==> src/pattern_controller_pkg.sv <==
// Shared constants, register indices and reset values of the pattern output controller.
package pattern_controller_pkg;

  // ----------------------------------------------------------------------------
  // Bus geometry
  // ----------------------------------------------------------------------------
  localparam int REG_ADDR_W = 18;
  localparam int IDX_W = 16;
  localparam int IDX_LSB = 2;
  localparam int DATA_W = 32;
  localparam int STRB_W = 4;

  // ----------------------------------------------------------------------------
  // Register indices (byte address is four times the index)
  // ----------------------------------------------------------------------------
  localparam logic [IDX_W-1:0] IDX_MODE = 16'h00A0;
  localparam logic [IDX_W-1:0] IDX_TRIG = 16'h00A1;
  localparam logic [IDX_W-1:0] IDX_UPPER_EN = 16'h00A2;
  localparam logic [IDX_W-1:0] IDX_LOWER_EN = 16'h00A3;
  localparam logic [IDX_W-1:0] IDX_UPPER_MAIN = 16'hFFA4;
  localparam logic [IDX_W-1:0] IDX_LOWER_MAIN = 16'hFFA5;
  localparam logic [IDX_W-1:0] IDX_UPPER_ALT = 16'hFFA6;
  localparam logic [IDX_W-1:0] IDX_LOWER_ALT = 16'hFFA7;

  // ----------------------------------------------------------------------------
  // Field layout
  // ----------------------------------------------------------------------------
  localparam int GROUPS = 4;
  localparam int GROUP_W = 4;
  localparam int SEL_W = 2;
  localparam int CHANNELS = 4;
  localparam int PINS = 16;
  localparam int BYTE_W = 8;

  // ----------------------------------------------------------------------------
  // Reset and fill values
  // ----------------------------------------------------------------------------
  localparam logic [GROUPS-1:0] MODE_RST = 4'h0;
  localparam logic [GROUP_W-1:0] NIBBLE_ONES = 4'hF;
  localparam logic [BYTE_W-1:0] BYTE_ONES = 8'hFF;
  localparam logic [BYTE_W-1:0] TRIG_RST = 8'hFF;
  localparam logic [BYTE_W-1:0] ENABLE_RST = 8'h00;
  localparam logic [PINS-1:0] PATTERN_RST = 16'h0000;
  localparam logic [DATA_W-1:0] DATA_ZERO = 32'h00000000;

  // ----------------------------------------------------------------------------
  // AXI4-Lite responses
  // ----------------------------------------------------------------------------
  localparam logic [1:0] RESP_OKAY = 2'h0;
  localparam logic [1:0] RESP_SLVERR = 2'h2;

endpackage : pattern_controller_pkg

==> src/pattern_controller.sv <==
// Timing pattern output controller with an AXI4-Lite register slave.
// Function
// RL1: Bits 1:0 of trigger select pick timer channel for group 0.
// RL2: Bits 3:2 of trigger select pick timer channel for group 1 (pins 7-4).
// RL3: Bits 5:4 of trigger select pick timer channel for group 2 (pins 11-8).
// RL4: Bits 7:6 of trigger select pick timer channel for group 3 (pins 15-12).
// RL5: Mode bit per group: 0 normal on match A, 1 non-overlapping A/B.
// RL6: Upper enable bits gate pattern bits 15-8 onto port B.
// RL7: Lower enable bits gate pattern bits 7-0 onto port A.
// RL8: Groups 2,3 sharing trigger: all upper data at main address, alt reads ones.
// RL9: Separate triggers: group 3 upper nibble main, group 2 lower nibble alt.
// RL10: Groups 0,1 sharing trigger: all lower data at main address, alt reads ones.
// RL11: Separate triggers: group 1 upper nibble main, group 0 lower nibble alt.
// RL12: Group 0 trigger updates only pins 3-0.
// RL13: Group 2 trigger updates only pins 11-8.
// RL14: Trigger copies data to enabled pin latches at once; disabled pins hold.
// RL15: Reserved bits read as one and ignore writes.
// RL16: Non-overlap: falling pins at match A, rising pins at match B.
//
// Implementation choice: the AXI4-Lite interface to the registers.
`timescale 1ns/1ps
module pattern_controller (
  input wire logic core_clk,
  input wire logic rst,
  input wire logic ce,
  // AXI4-Lite slave
  input wire logic [pattern_controller_pkg::REG_ADDR_W-1:0] awaddr,
  input wire logic [2:0] awprot,
  input wire logic awvalid,
  output logic awready,
  input wire logic [pattern_controller_pkg::DATA_W-1:0] wdata,
  input wire logic [pattern_controller_pkg::STRB_W-1:0] wstrb,
  input wire logic wvalid,
  output logic wready,
  output logic [1:0] bresp,
  output logic bvalid,
  input wire logic bready,
  input wire logic [pattern_controller_pkg::REG_ADDR_W-1:0] araddr,
  input wire logic [2:0] arprot,
  input wire logic arvalid,
  output logic arready,
  output logic [pattern_controller_pkg::DATA_W-1:0] rdata,
  output logic [1:0] rresp,
  output logic rvalid,
  input wire logic rready,
  // Timer unit compare matches, one-cycle pulses per channel
  input wire logic [pattern_controller_pkg::CHANNELS-1:0] compareMatchA,
  input wire logic [pattern_controller_pkg::CHANNELS-1:0] compareMatchB,
  // Port pins
  output logic [pattern_controller_pkg::BYTE_W-1:0] portAOut,
  output logic [pattern_controller_pkg::BYTE_W-1:0] portAOe,
  output logic [pattern_controller_pkg::BYTE_W-1:0] portBOut,
  output logic [pattern_controller_pkg::BYTE_W-1:0] portBOe
);
  import pattern_controller_pkg::*;

  // ----------------------------------------------------------------------------
  // State
  // ----------------------------------------------------------------------------
  typedef struct packed {
    logic awPend;
    logic [REG_ADDR_W-1:0] awAddr;
    logic wPend;
    logic [DATA_W-1:0] wData;
    logic [STRB_W-1:0] wStrb;
    logic bValid;
    logic [1:0] bResp;
    logic rValid;
    logic [DATA_W-1:0] rData;
    logic [1:0] rResp;
    logic [GROUPS-1:0] mode;
    logic [BYTE_W-1:0] trigSel;
    logic [BYTE_W-1:0] upperEnable;
    logic [BYTE_W-1:0] lowerEnable;
    logic [PINS-1:0] nextPattern;
  } ctrl_state_type;

  ctrl_state_type q;
  ctrl_state_type d;

  logic upperShared;
  logic lowerShared;
  logic [PINS-1:0] pinEnable;
  logic [PINS-1:0] pattern;
  logic [GROUPS-1:0] groupMatchA;
  logic [GROUPS-1:0] groupMatchB;

  // ----------------------------------------------------------------------------
  // Trigger sharing
  // ----------------------------------------------------------------------------
  // Pairs are compared on their select fields; the register layout follows at once when they change.
  assign upperShared = (q.trigSel[3*SEL_W +: SEL_W] == q.trigSel[2*SEL_W +: SEL_W]); // [RL8] [RL9]
  assign lowerShared = (q.trigSel[1*SEL_W +: SEL_W] == q.trigSel[0*SEL_W +: SEL_W]); // [RL10] [RL11]
  assign pinEnable = {q.upperEnable, q.lowerEnable};

  // ----------------------------------------------------------------------------
  // Register read view
  // ----------------------------------------------------------------------------
  function automatic logic [BYTE_W-1:0] read_byte(
    input logic [IDX_W-1:0] idx,
    input ctrl_state_type s,
    input logic upShared,
    input logic loShared
  );
    logic [BYTE_W-1:0] v;
    v = '0;
    unique case (idx)
      IDX_MODE: v = {NIBBLE_ONES, s.mode}; // [RL15]
      IDX_TRIG: v = s.trigSel;
      IDX_UPPER_EN: v = s.upperEnable;
      IDX_LOWER_EN: v = s.lowerEnable;
      IDX_UPPER_MAIN: begin
        // [RL8] [RL9] [RL15]
        v = upShared ? s.nextPattern[PINS-1:BYTE_W] : {s.nextPattern[PINS-1 -: GROUP_W], NIBBLE_ONES};
      end
      IDX_UPPER_ALT: begin
        v = upShared ? BYTE_ONES : {NIBBLE_ONES, s.nextPattern[2*GROUP_W +: GROUP_W]}; // [RL8] [RL9] [RL15]
      end
      IDX_LOWER_MAIN: begin
        // [RL10] [RL11] [RL15]
        v = loShared ? s.nextPattern[BYTE_W-1:0] : {s.nextPattern[GROUP_W +: GROUP_W], NIBBLE_ONES};
      end
      IDX_LOWER_ALT: begin
        v = loShared ? BYTE_ONES : {NIBBLE_ONES, s.nextPattern[0 +: GROUP_W]}; // [RL10] [RL11] [RL15]
      end
      default: v = '0;
    endcase
    return v;
  endfunction : read_byte

  function automatic logic index_mapped(input logic [IDX_W-1:0] idx);
    return (idx == IDX_MODE) || (idx == IDX_TRIG) || (idx == IDX_UPPER_EN) || (idx == IDX_LOWER_EN) ||
           (idx == IDX_UPPER_MAIN) || (idx == IDX_LOWER_MAIN) || (idx == IDX_UPPER_ALT) ||
           (idx == IDX_LOWER_ALT);
  endfunction : index_mapped

  // ----------------------------------------------------------------------------
  // Bus handshakes
  // ----------------------------------------------------------------------------
  // One write and one read are held at a time; a new address waits until the response has gone.
  // Readies drop while the clock enable is low, since a beat offered then would not be stored.
  // Responses are not masked, so a master must not take bvalid or rvalid while the enable is low.
  assign awready = ce && !q.awPend && !q.bValid;
  assign wready = ce && !q.wPend && !q.bValid;
  assign arready = ce && !q.rValid;

  // ----------------------------------------------------------------------------
  // Next state
  // ----------------------------------------------------------------------------
  always_comb begin
    logic [IDX_W-1:0] wIdx;
    logic [IDX_W-1:0] rIdx;
    logic [BYTE_W-1:0] wb;
    wIdx = q.awAddr[IDX_LSB +: IDX_W];
    rIdx = araddr[IDX_LSB +: IDX_W];
    wb = q.wData[BYTE_W-1:0];
    d = q;

    if (awvalid && awready) begin
      d.awPend = 1'b1;
      d.awAddr = awaddr;
    end
    if (wvalid && wready) begin
      d.wPend = 1'b1;
      d.wData = wdata;
      d.wStrb = wstrb;
    end

    // The write takes effect the cycle after both halves are held.
    if (q.awPend && q.wPend) begin
      d.awPend = 1'b0;
      d.wPend = 1'b0;
      d.bValid = 1'b1;
      d.bResp = index_mapped(wIdx) ? RESP_OKAY : RESP_SLVERR;
      if (q.wStrb[0]) begin
        unique case (wIdx)
          IDX_MODE: d.mode = wb[GROUPS-1:0]; // [RL5] [RL15]
          IDX_TRIG: d.trigSel = wb; // [RL1] [RL2] [RL3] [RL4]
          IDX_UPPER_EN: d.upperEnable = wb; // [RL6]
          IDX_LOWER_EN: d.lowerEnable = wb; // [RL7]
          IDX_UPPER_MAIN: begin
            if (upperShared) begin
              d.nextPattern[PINS-1:BYTE_W] = wb; // [RL8]
            end else begin
              d.nextPattern[3*GROUP_W +: GROUP_W] = wb[BYTE_W-1 -: GROUP_W]; // [RL9] [RL15]
            end
          end
          IDX_UPPER_ALT: begin
            if (!upperShared) begin
              d.nextPattern[2*GROUP_W +: GROUP_W] = wb[GROUP_W-1:0]; // [RL9] [RL15]
            end
          end
          IDX_LOWER_MAIN: begin
            if (lowerShared) begin
              d.nextPattern[BYTE_W-1:0] = wb; // [RL10]
            end else begin
              d.nextPattern[1*GROUP_W +: GROUP_W] = wb[BYTE_W-1 -: GROUP_W]; // [RL11] [RL15]
            end
          end
          IDX_LOWER_ALT: begin
            if (!lowerShared) begin
              d.nextPattern[0 +: GROUP_W] = wb[GROUP_W-1:0]; // [RL11] [RL15]
            end
          end
          default: begin
          end
        endcase
      end
    end
    if (q.bValid && bready) begin
      d.bValid = 1'b0;
    end

    if (q.rValid && rready) begin
      d.rValid = 1'b0;
    end
    if (arvalid && arready) begin
      d.rValid = 1'b1;
      d.rData = {{(DATA_W-BYTE_W){1'b0}}, read_byte(rIdx, q, upperShared, lowerShared)};
      d.rResp = index_mapped(rIdx) ? RESP_OKAY : RESP_SLVERR;
    end
  end

  always_ff @(posedge core_clk or posedge rst) begin
    if (rst) begin
      q.awPend <= 1'b0;
      q.awAddr <= '0;
      q.wPend <= 1'b0;
      q.wData <= DATA_ZERO;
      q.wStrb <= '0;
      q.bValid <= 1'b0;
      q.bResp <= RESP_OKAY;
      q.rValid <= 1'b0;
      q.rData <= DATA_ZERO;
      q.rResp <= RESP_OKAY;
      q.mode <= MODE_RST;
      q.trigSel <= TRIG_RST;
      q.upperEnable <= ENABLE_RST;
      q.lowerEnable <= ENABLE_RST;
      q.nextPattern <= PATTERN_RST;
    end else if (ce) begin
      q <= d;
    end
  end

  assign bvalid = q.bValid;
  assign bresp = q.bResp;
  assign rvalid = q.rValid;
  assign rdata = q.rData;
  assign rresp = q.rResp;

  // ----------------------------------------------------------------------------
  // Output groups
  // ----------------------------------------------------------------------------
  // Each group owns its own nibble, so a trigger never disturbs the other groups.
  for (genvar g = 0; g < GROUPS; g++) begin : gen_group
    logic [SEL_W-1:0] sel;
    assign sel = q.trigSel[g*SEL_W +: SEL_W];
    assign groupMatchA[g] = compareMatchA[sel]; // [RL1] [RL2] [RL3] [RL4]
    assign groupMatchB[g] = compareMatchB[sel]; // [RL1] [RL2] [RL3] [RL4]

    pattern_group_latch #(
      .WIDTH(GROUP_W)
    ) u_latch (
      .core_clk(core_clk),
      .rst(rst),
      .ce(ce),
      .nonOverlap(q.mode[g]), // [RL5]
      .matchA(groupMatchA[g]),
      .matchB(groupMatchB[g]),
      .nextPattern(q.nextPattern[g*GROUP_W +: GROUP_W]), // [RL12] [RL13]
      .pinEnable(pinEnable[g*GROUP_W +: GROUP_W]),
      .pattern(pattern[g*GROUP_W +: GROUP_W]) // [RL14]
    );
  end

  // ----------------------------------------------------------------------------
  // Port pins
  // ----------------------------------------------------------------------------
  assign portAOut = pattern[BYTE_W-1:0]; // [RL7]
  assign portBOut = pattern[PINS-1:BYTE_W]; // [RL6]
  assign portAOe = q.lowerEnable; // [RL7]
  assign portBOe = q.upperEnable; // [RL6]

endmodule : pattern_controller

==> src/pattern_group_latch.sv <==
// Output latch of one four-pin pattern group, normal or non-overlapping.
`timescale 1ns/1ps
module pattern_group_latch #(
  parameter int WIDTH = 4
) (
  input wire logic core_clk,
  input wire logic rst,
  input wire logic ce,
  input wire logic nonOverlap,
  input wire logic matchA,
  input wire logic matchB,
  input wire logic [WIDTH-1:0] nextPattern,
  input wire logic [WIDTH-1:0] pinEnable,
  output logic [WIDTH-1:0] pattern
);
  import pattern_controller_pkg::*;

  typedef struct packed {
    logic [WIDTH-1:0] out;
  } latch_state_type;

  latch_state_type q;
  latch_state_type d;
  logic [WIDTH-1:0] falling;
  logic [WIDTH-1:0] rising;

  // ----------------------------------------------------------------------------
  // Next state
  // ----------------------------------------------------------------------------
  always_comb begin
    d = q;
    falling = '0;
    rising = '0;
    if (nonOverlap) begin
      // Ones go low at match A and zeros go high at match B, so a pin pair never overlaps. [RL16] [RL5]
      if (matchA) begin
        falling = q.out & ~nextPattern & pinEnable; // [RL6] [RL7]
      end
      if (matchB) begin
        rising = nextPattern & pinEnable; // [RL6] [RL7]
      end
      d.out = (q.out & ~falling) | rising; // [RL14]
    end else if (matchA) begin
      // Disabled pins hold their last level. [RL14] [RL6] [RL7]
      d.out = (q.out & ~pinEnable) | (nextPattern & pinEnable);
    end
  end

  always_ff @(posedge core_clk or posedge rst) begin
    if (rst) begin
      q <= '0;
    end else if (ce) begin
      q <= d;
    end
  end

  assign pattern = q.out;

endmodule : pattern_group_latch

==> config.mk <==
export PLATFORM = sky130hd
export DESIGN_NAME = pattern_controller
export DESIGN_NICKNAME = d
export VERILOG_FILES = /design/src/pattern_controller_pkg.sv /design/src/pattern_controller.sv /design/src/pattern_group_latch.sv
export SDC_FILE = /design/constraint.sdc
export NUM_CORES = 1
export LEC_CHECK = 0
export ABC_CLOCK_PERIOD_IN_PS = 2900
export BUFFER_PORTS_ARGS = -buffer_cell sky130_fd_sc_hd__buf_2
export CAP_MARGIN = 40
export CORE_MARGIN = 5
export CORE_UTILIZATION = 40
export DETAILED_ROUTE_END_ITERATION = 12
export PLACE_DENSITY = 0.65
export SYNTH_ARGS = -nofsm -noshare
export SYNTH_HDL_FRONTEND = slang
export SYNTH_HIERARCHICAL = 1
export SYNTH_SLANG_ARGS = --single-unit
==> constraint.sdc <==
create_clock -name core_clk -period 2.9 [get_ports core_clk]
set_input_delay 0.29 -clock core_clk [delete_from_list [all_inputs] [get_ports core_clk]]
set_output_delay 0.29 -clock core_clk [all_outputs]
set_load 0.02 [all_outputs]
==> metrics.yaml, run 1 <==
reg2reg_to: "portAOe[2]"
cp_max_fo: 8
critical_path_class: "reg -> reg"
row_count: 41
final_common_cell: "buf_2"
worst_slack_ns: 0.706
yosysTopAreaCell: "dfrtp_1"
hold_viol_final: 0
grt_pass1_wl_um: 20700
grt_max_degree: 49
yosysSeqAreaShare_pct: 47.4
rrSetupSlack_ns: 0.71
leakagePower_uw: 0.00281
end_kind: "register"
fin_worst_skew_ns: 0.0102
placed_cell_area_mm2: 0.00566
slew_viol_final: 0
synthCells: 427
ys_warn_count: 6
status: "complete, no violations"
nNetsFinal: 600
synth_seq_cells: 99
ys_async_sr_fraction_pct: 100
cp.required_ns: 3.12
cts_tree: "done"
busiest_layer: "met2"
synth_area_mm2: 0.00525
ctsLongestPathBuffers: 2
clock.fmax_ghz: 0.456
slew_headroom_pct: 56.0
drt.antenna.violating_nets: 0
synth_edf_count: 0
met3_usage_pct: 4.72
use_met2_pct: 26.2
die_y_um: 125
port_buffers: 103
viasPerCell: 5.37
worst_pin_slew_ns: 0.660
cts_htree_levels: 3
num_io_pins: 167
peakVddDrop_mv: 0.373
clk_latency_ns: 0.34
period_needed_ns: 2.19
postCtsSetupRepairBufs: 0
rsz0062_at_grt: "false"
synthTopCellsByArea: "dfrtp_1 43%, mux2_2 14%, buf_4 7.6%, mux4_2 5.1%, dfstp_2 4.0%"
timing.setup.tns_ns: 0
min_period_over_period_pct: 75.6
final_cell_mix: "103 x buf_2, 91 x dfrtp_1, 64 x mux2_2"
use_met1_pct: 22.4
start_util_pct: 41.3
overflow: 0
wl_um: 12800
r2r_cells: 5
cts_buffers: 9
dr_total_vias: 3665
setup_viol: 0
yosysUniqueCellTypes: 50
syn_to_final_growth_pct: 13.5
dieArea_mm2: 0.0155
netlist.area_leader.share_pct: 43.4
grt_antenna_before_repair: 1
drc: 0
synth_ff_type: "dfrtp_1"
grt_pass1_vias: 3710
r2r_start: "q[131]"
place_hpwl_um: 9700
cts_sinks: 99
grtUsageTotal_pct: 16.6
drv_cap: 0
syn_area_per_cell_um2: 12.3
hold_depth: 2
power_uw: 3740
wl_per_cell_um: 18.7
dr.pass1.iters: 4
start_kind: "register"
crit_arrival_ns: 2.42
coreArea_mm2: 0.0127
final_cell_area_mm2: 0.00596
first_iter_violations: 297
gp_congestion: 0.921
hold_class: "in -> reg"
hold_end: "bvalid"
drive_gt1_share_pct: 45.5
p_per_area_mw_per_mm2: 627
die_w_um: 125
fill_cells: 1200
path_clk_slew_ns: 0.06
final_core_util_pct: 46.9
dp_worst_setup_slack_ns: 0.714
worstHoldStart: "bready"
clockRootBuffer: "clkbuf_16"
## layer usage
layer	wire, um	up-vias
met5	20	-
met4	129	2
met3	1060	13
met2	5890	137
met1	5660	1837
li1	-	1676
## through the flow
| step | std cells | hold slack, ns |
|---|---|---|
| 2_1_floorplan | 452 | 0.0561 |
| 3_3_place_gp | 666 | 0.270 |
| 3_5_place_dp | 666 | 0.277 |
| 4_1_cts | 682 | 0.136 |
| 5_1_grt | 682 | 0.157 |
| 6_report | 683 | 0.150 |
## cell families (layout without fill, tap and decap cells)
group	count (synthesis)	after routing	share of synthesized area, %
other	1	27	0.0714
muxes	92	92	23.1
xor gates and xnor gates	7	7	1.17
buffers and inverters	73	131	9.50
DFF	99	99	47.4
and+or+nand+nor	96	96	9.65
AOI/OAI and AO/OA	59	59	9.19
## final cells by class
| type | instances | area [um^2] | area share, % |
|---|---|---|---|
| multi-input combinational | 280 | 2360 | 39.6 |
| sequential | 99 | 2490 | 41.7 |
| clock inverter | 3 | 40.0 | 0.672 |
| tap | 172 | 215 | 3.61 |
| clock buffer | 12 | 246 | 4.13 |
| inverter | 5 | 20.0 | 0.336 |
| timing repair buffer | 111 | 591 | 9.91 |
| antenna | 1 | 2.50 | 0.0420 |
## synthesized netlist by cell type (all sizes together) (2+ instances only)
master and count:
clkbuf 10, and3 2, a22o 16, nor2b 2
nand3 20, and2 2, mux2i 4, mux2 76
o31ai 2, xnor2 6, nand4 3, nor2 19
buf 58, inv 5, dfrtp 91, nand2b 2
o211ai 3, a31oi 9, or2 5, nor3 3
and4 2, a32o 16, mux4 12, o221ai 4
dfstp 8, nand2 24, o21ai 5, nor4 5
## worst max path at each step
| stage | from | to | slack [ns] | depth (start not counted) |
|---|---|---|---|---|
| finish | q[131] | portAOe[2] | 0.71 | 5 |
| global placement | q[131] | portAOe[4] | 0.74 | 5 |
| CTS | q[131] | portAOe[2] | 0.71 | 5 |
| floorplan | rst | bresp[1] | 0.49 | 1 |
| global route | q[131] | portBOe[5] | 0.65 | 5 |
| detailed placement | q[131] | portAOe[2] | 0.71 | 5 |
## where the power goes
part | leakage (uW) | switching [uW] | total [uW] | internal [uW]
sequential | 0.00127 | 276 | 1890 | 1620
clock | 0.000142 | 495 | 1180 | 686
combinational | 0.00140 | 339 | 669 | 330
## worst max-delay path: stages, from the launching register on
cell	delay, ns
dfrtp_1	0.39
or4_4	0.53
nor3_2	0.16
and4_4	0.28
and4_4	0.38
mux2_4	0.32
## timing repair
action,CTS,global route
endpoints found under the hold margin,16,0
hold buffers,1,0
gates resized for setup,0,0
setup endpoints to repair,0,0
(Power assumes the default switching activity.)
==> run 2, diff against run 1 <==
ABC_CLOCK_PERIOD_IN_PS = 2100   (was 2900)
clock period = 2.1 ns   (was 2.9 ns; I/O delays follow)
==> run 2 against run 1 <==
Count of clock-buffer cells in the layout is 1 lower. Sequential power is 39% higher. Critical endpoint is now portAOe[4]. The run now ends with negative setup slack left. Highest routed layer unchanged. Clock skew is 0.00068 ns lower. Combinational power is 52% higher. Maximum frequency is 2.0% higher.
==> metrics.yaml, run 2 (synthesis results as in run 1) <==
status: "complete, but fails checks"
violations: "negative setup slack"
nNetsFinal: 612
cp_cell_sequence: "or4_4 > nor3_4 > and4_4 > and4_4 > mux2_4"
clock.fmax_ghz: 0.465
wl_um: 12900
drc: 0
die_y_um: 125
leakagePower_uw: 0.00290
r2r_cells: 5
start_kind: "register"
coreArea_mm2: 0.0127
drv_cap: 0
grt_max_degree: 35
row_count: 41
clk_latency_ns: 0.35
cpPeakStageDelay_ns: 0.55
num_io_pins: 167
drt.antenna.violating_nets: 0
cp_num_buf_inv: 0
fin_worst_skew_ns: 0.00955
fill_cells: 1180
overflow: 0
first_iter_violations: 315
slew_viol_final: 0
gp_congestion: 0.911
final_common_cell: "buf_2"
clockRootBuffer: "clkbuf_16"
hold-worst-slack_ns: 0.0627
grt_pass1_wl_um: 21100
slew_headroom_pct: 67.1
hold_class: "in -> reg"
syn_to_final_growth_pct: 16.5
grt_pass1_vias: 3884
r2r_start: "q[131]"
cts_sinks: 99
start_util_pct: 41.3
dr_total_vias: 3745
hold_viol_final: 0
crit_top_cell: "and4_4"
port_buffers: 103
critical_path_class: "reg -> reg"
dr.pass1.iters: 4
final_cell_mix: "103 x buf_2, 91 x dfrtp_1, 64 x mux2_2"
path_clk_slew_ns: 0.06
crit_arrival_ns: 2.38
worst_pin_slew_ns: 0.488
ctsLongestPathBuffers: 2
dp_worst_setup_slack_ns: -0.0836
worstHoldStart: "bready"
end_kind: "register"
cts_buffers: 9
grt_antenna_before_repair: 1
setup_viol: 16
wl_per_cell_um: 18.5
dieArea_mm2: 0.0155
drive_gt1_share_pct: 47.2
cp.required_ns: 2.33
cts_tree: "done"
worst_slack_ns: -0.0515
slowest_stage: "or4_4"
p_per_area_mw_per_mm2: 903
min_period_over_period_pct: 102
grtUsageTotal_pct: 17.0
postCtsSetupRepairBufs: 0
worst-path-stages: 5
cp_max_fo: 8
hold_depth: 2
place_hpwl_um: 9870
cts_htree_levels: 3
path_delay_family: "simple AND/OR/NAND/NOR gates"
period_needed_ns: 2.15
viasPerCell: 5.38
rsz0062_at_grt: "true"
peakVddDrop_mv: 0.590
die_w_um: 125
worstSetupStartpoint: "q[131]"
==> run 2: cell type report <==
cell class	instances	area (um^2)	share of cell area [%]
Timing Repair Buffer	123	681	11.1
Clock inverter	5	100	1.64
Tap cell	172	215	3.52
Sequential cell	99	2490	40.6
Inverter	5	22.5	0.368
Clock buffer	11	243	3.97
Multi-Input combinational cell	280	2370	38.7
Antenna cell	1	2.50	0.0409
==> run 2: worst reg2reg max path, cell delays in order, from the launching register on <==
cell and delay (ns):
dfrtp_1 0.38, or4_4 0.55, nor3_4 0.14, and4_4 0.25, and4_4 0.39, mux2_4 0.33
==> run 2: worst paths after layout <==
| path | to | slack [ns] |
|---|---|---|
| max reg2reg | portAOe[4] | -0.05 |
| min | bvalid | 0.06 |
| max in group asynchronous | gen_group[1].sel[0] | 0.97 |
| min in group asynchronous | asynchronous set/reset pin | 0.39 |
| max | portAOe[4] | -0.05 |
| min reg2reg | rresp[1] | 0.49 |
==> run 2: where the power goes <==
part	total, uW	internal, uW	switching, uW
sequential	2620	2230	387
clock	1890	1190	695
combinational	1020	515	503
total	5520	3940	1590
==> run 2: metrics by stage <==
step	total power (uW)	TNS [ns]	cells	utilization, %	area (um^2)
2_1_floorplan	3310	0	452	-	5350
3_5_place_dp	3660	-1.23	678	45.3	5760
4_1_cts	5580	-0.806	695	48.1	6120
5_1_grt	5810	-1.14	695	48.1	6120
3_3_place_gp	3600	-0.450	678	45.3	5760
6_report	5520	-0.592	696	48.1	6120
==> run 2: layer usage <==
layer  GRT usage [%]  part of all wire (%)
met1            22.3                    42
met2            26.9                    46
met3            4.80                   8.8
met4            6.45                   2.3
met5               0                 0.054
==> run 2: timing repair <==
action / CTS / global route
hold buffers: 1 / 0
cloned: 0 / 0
pin swaps: 1 / 0
resized for setup: 1 / 0
endpoints found under the setup margin: 16 / 16
endpoints found under the hold margin: 20 / 0
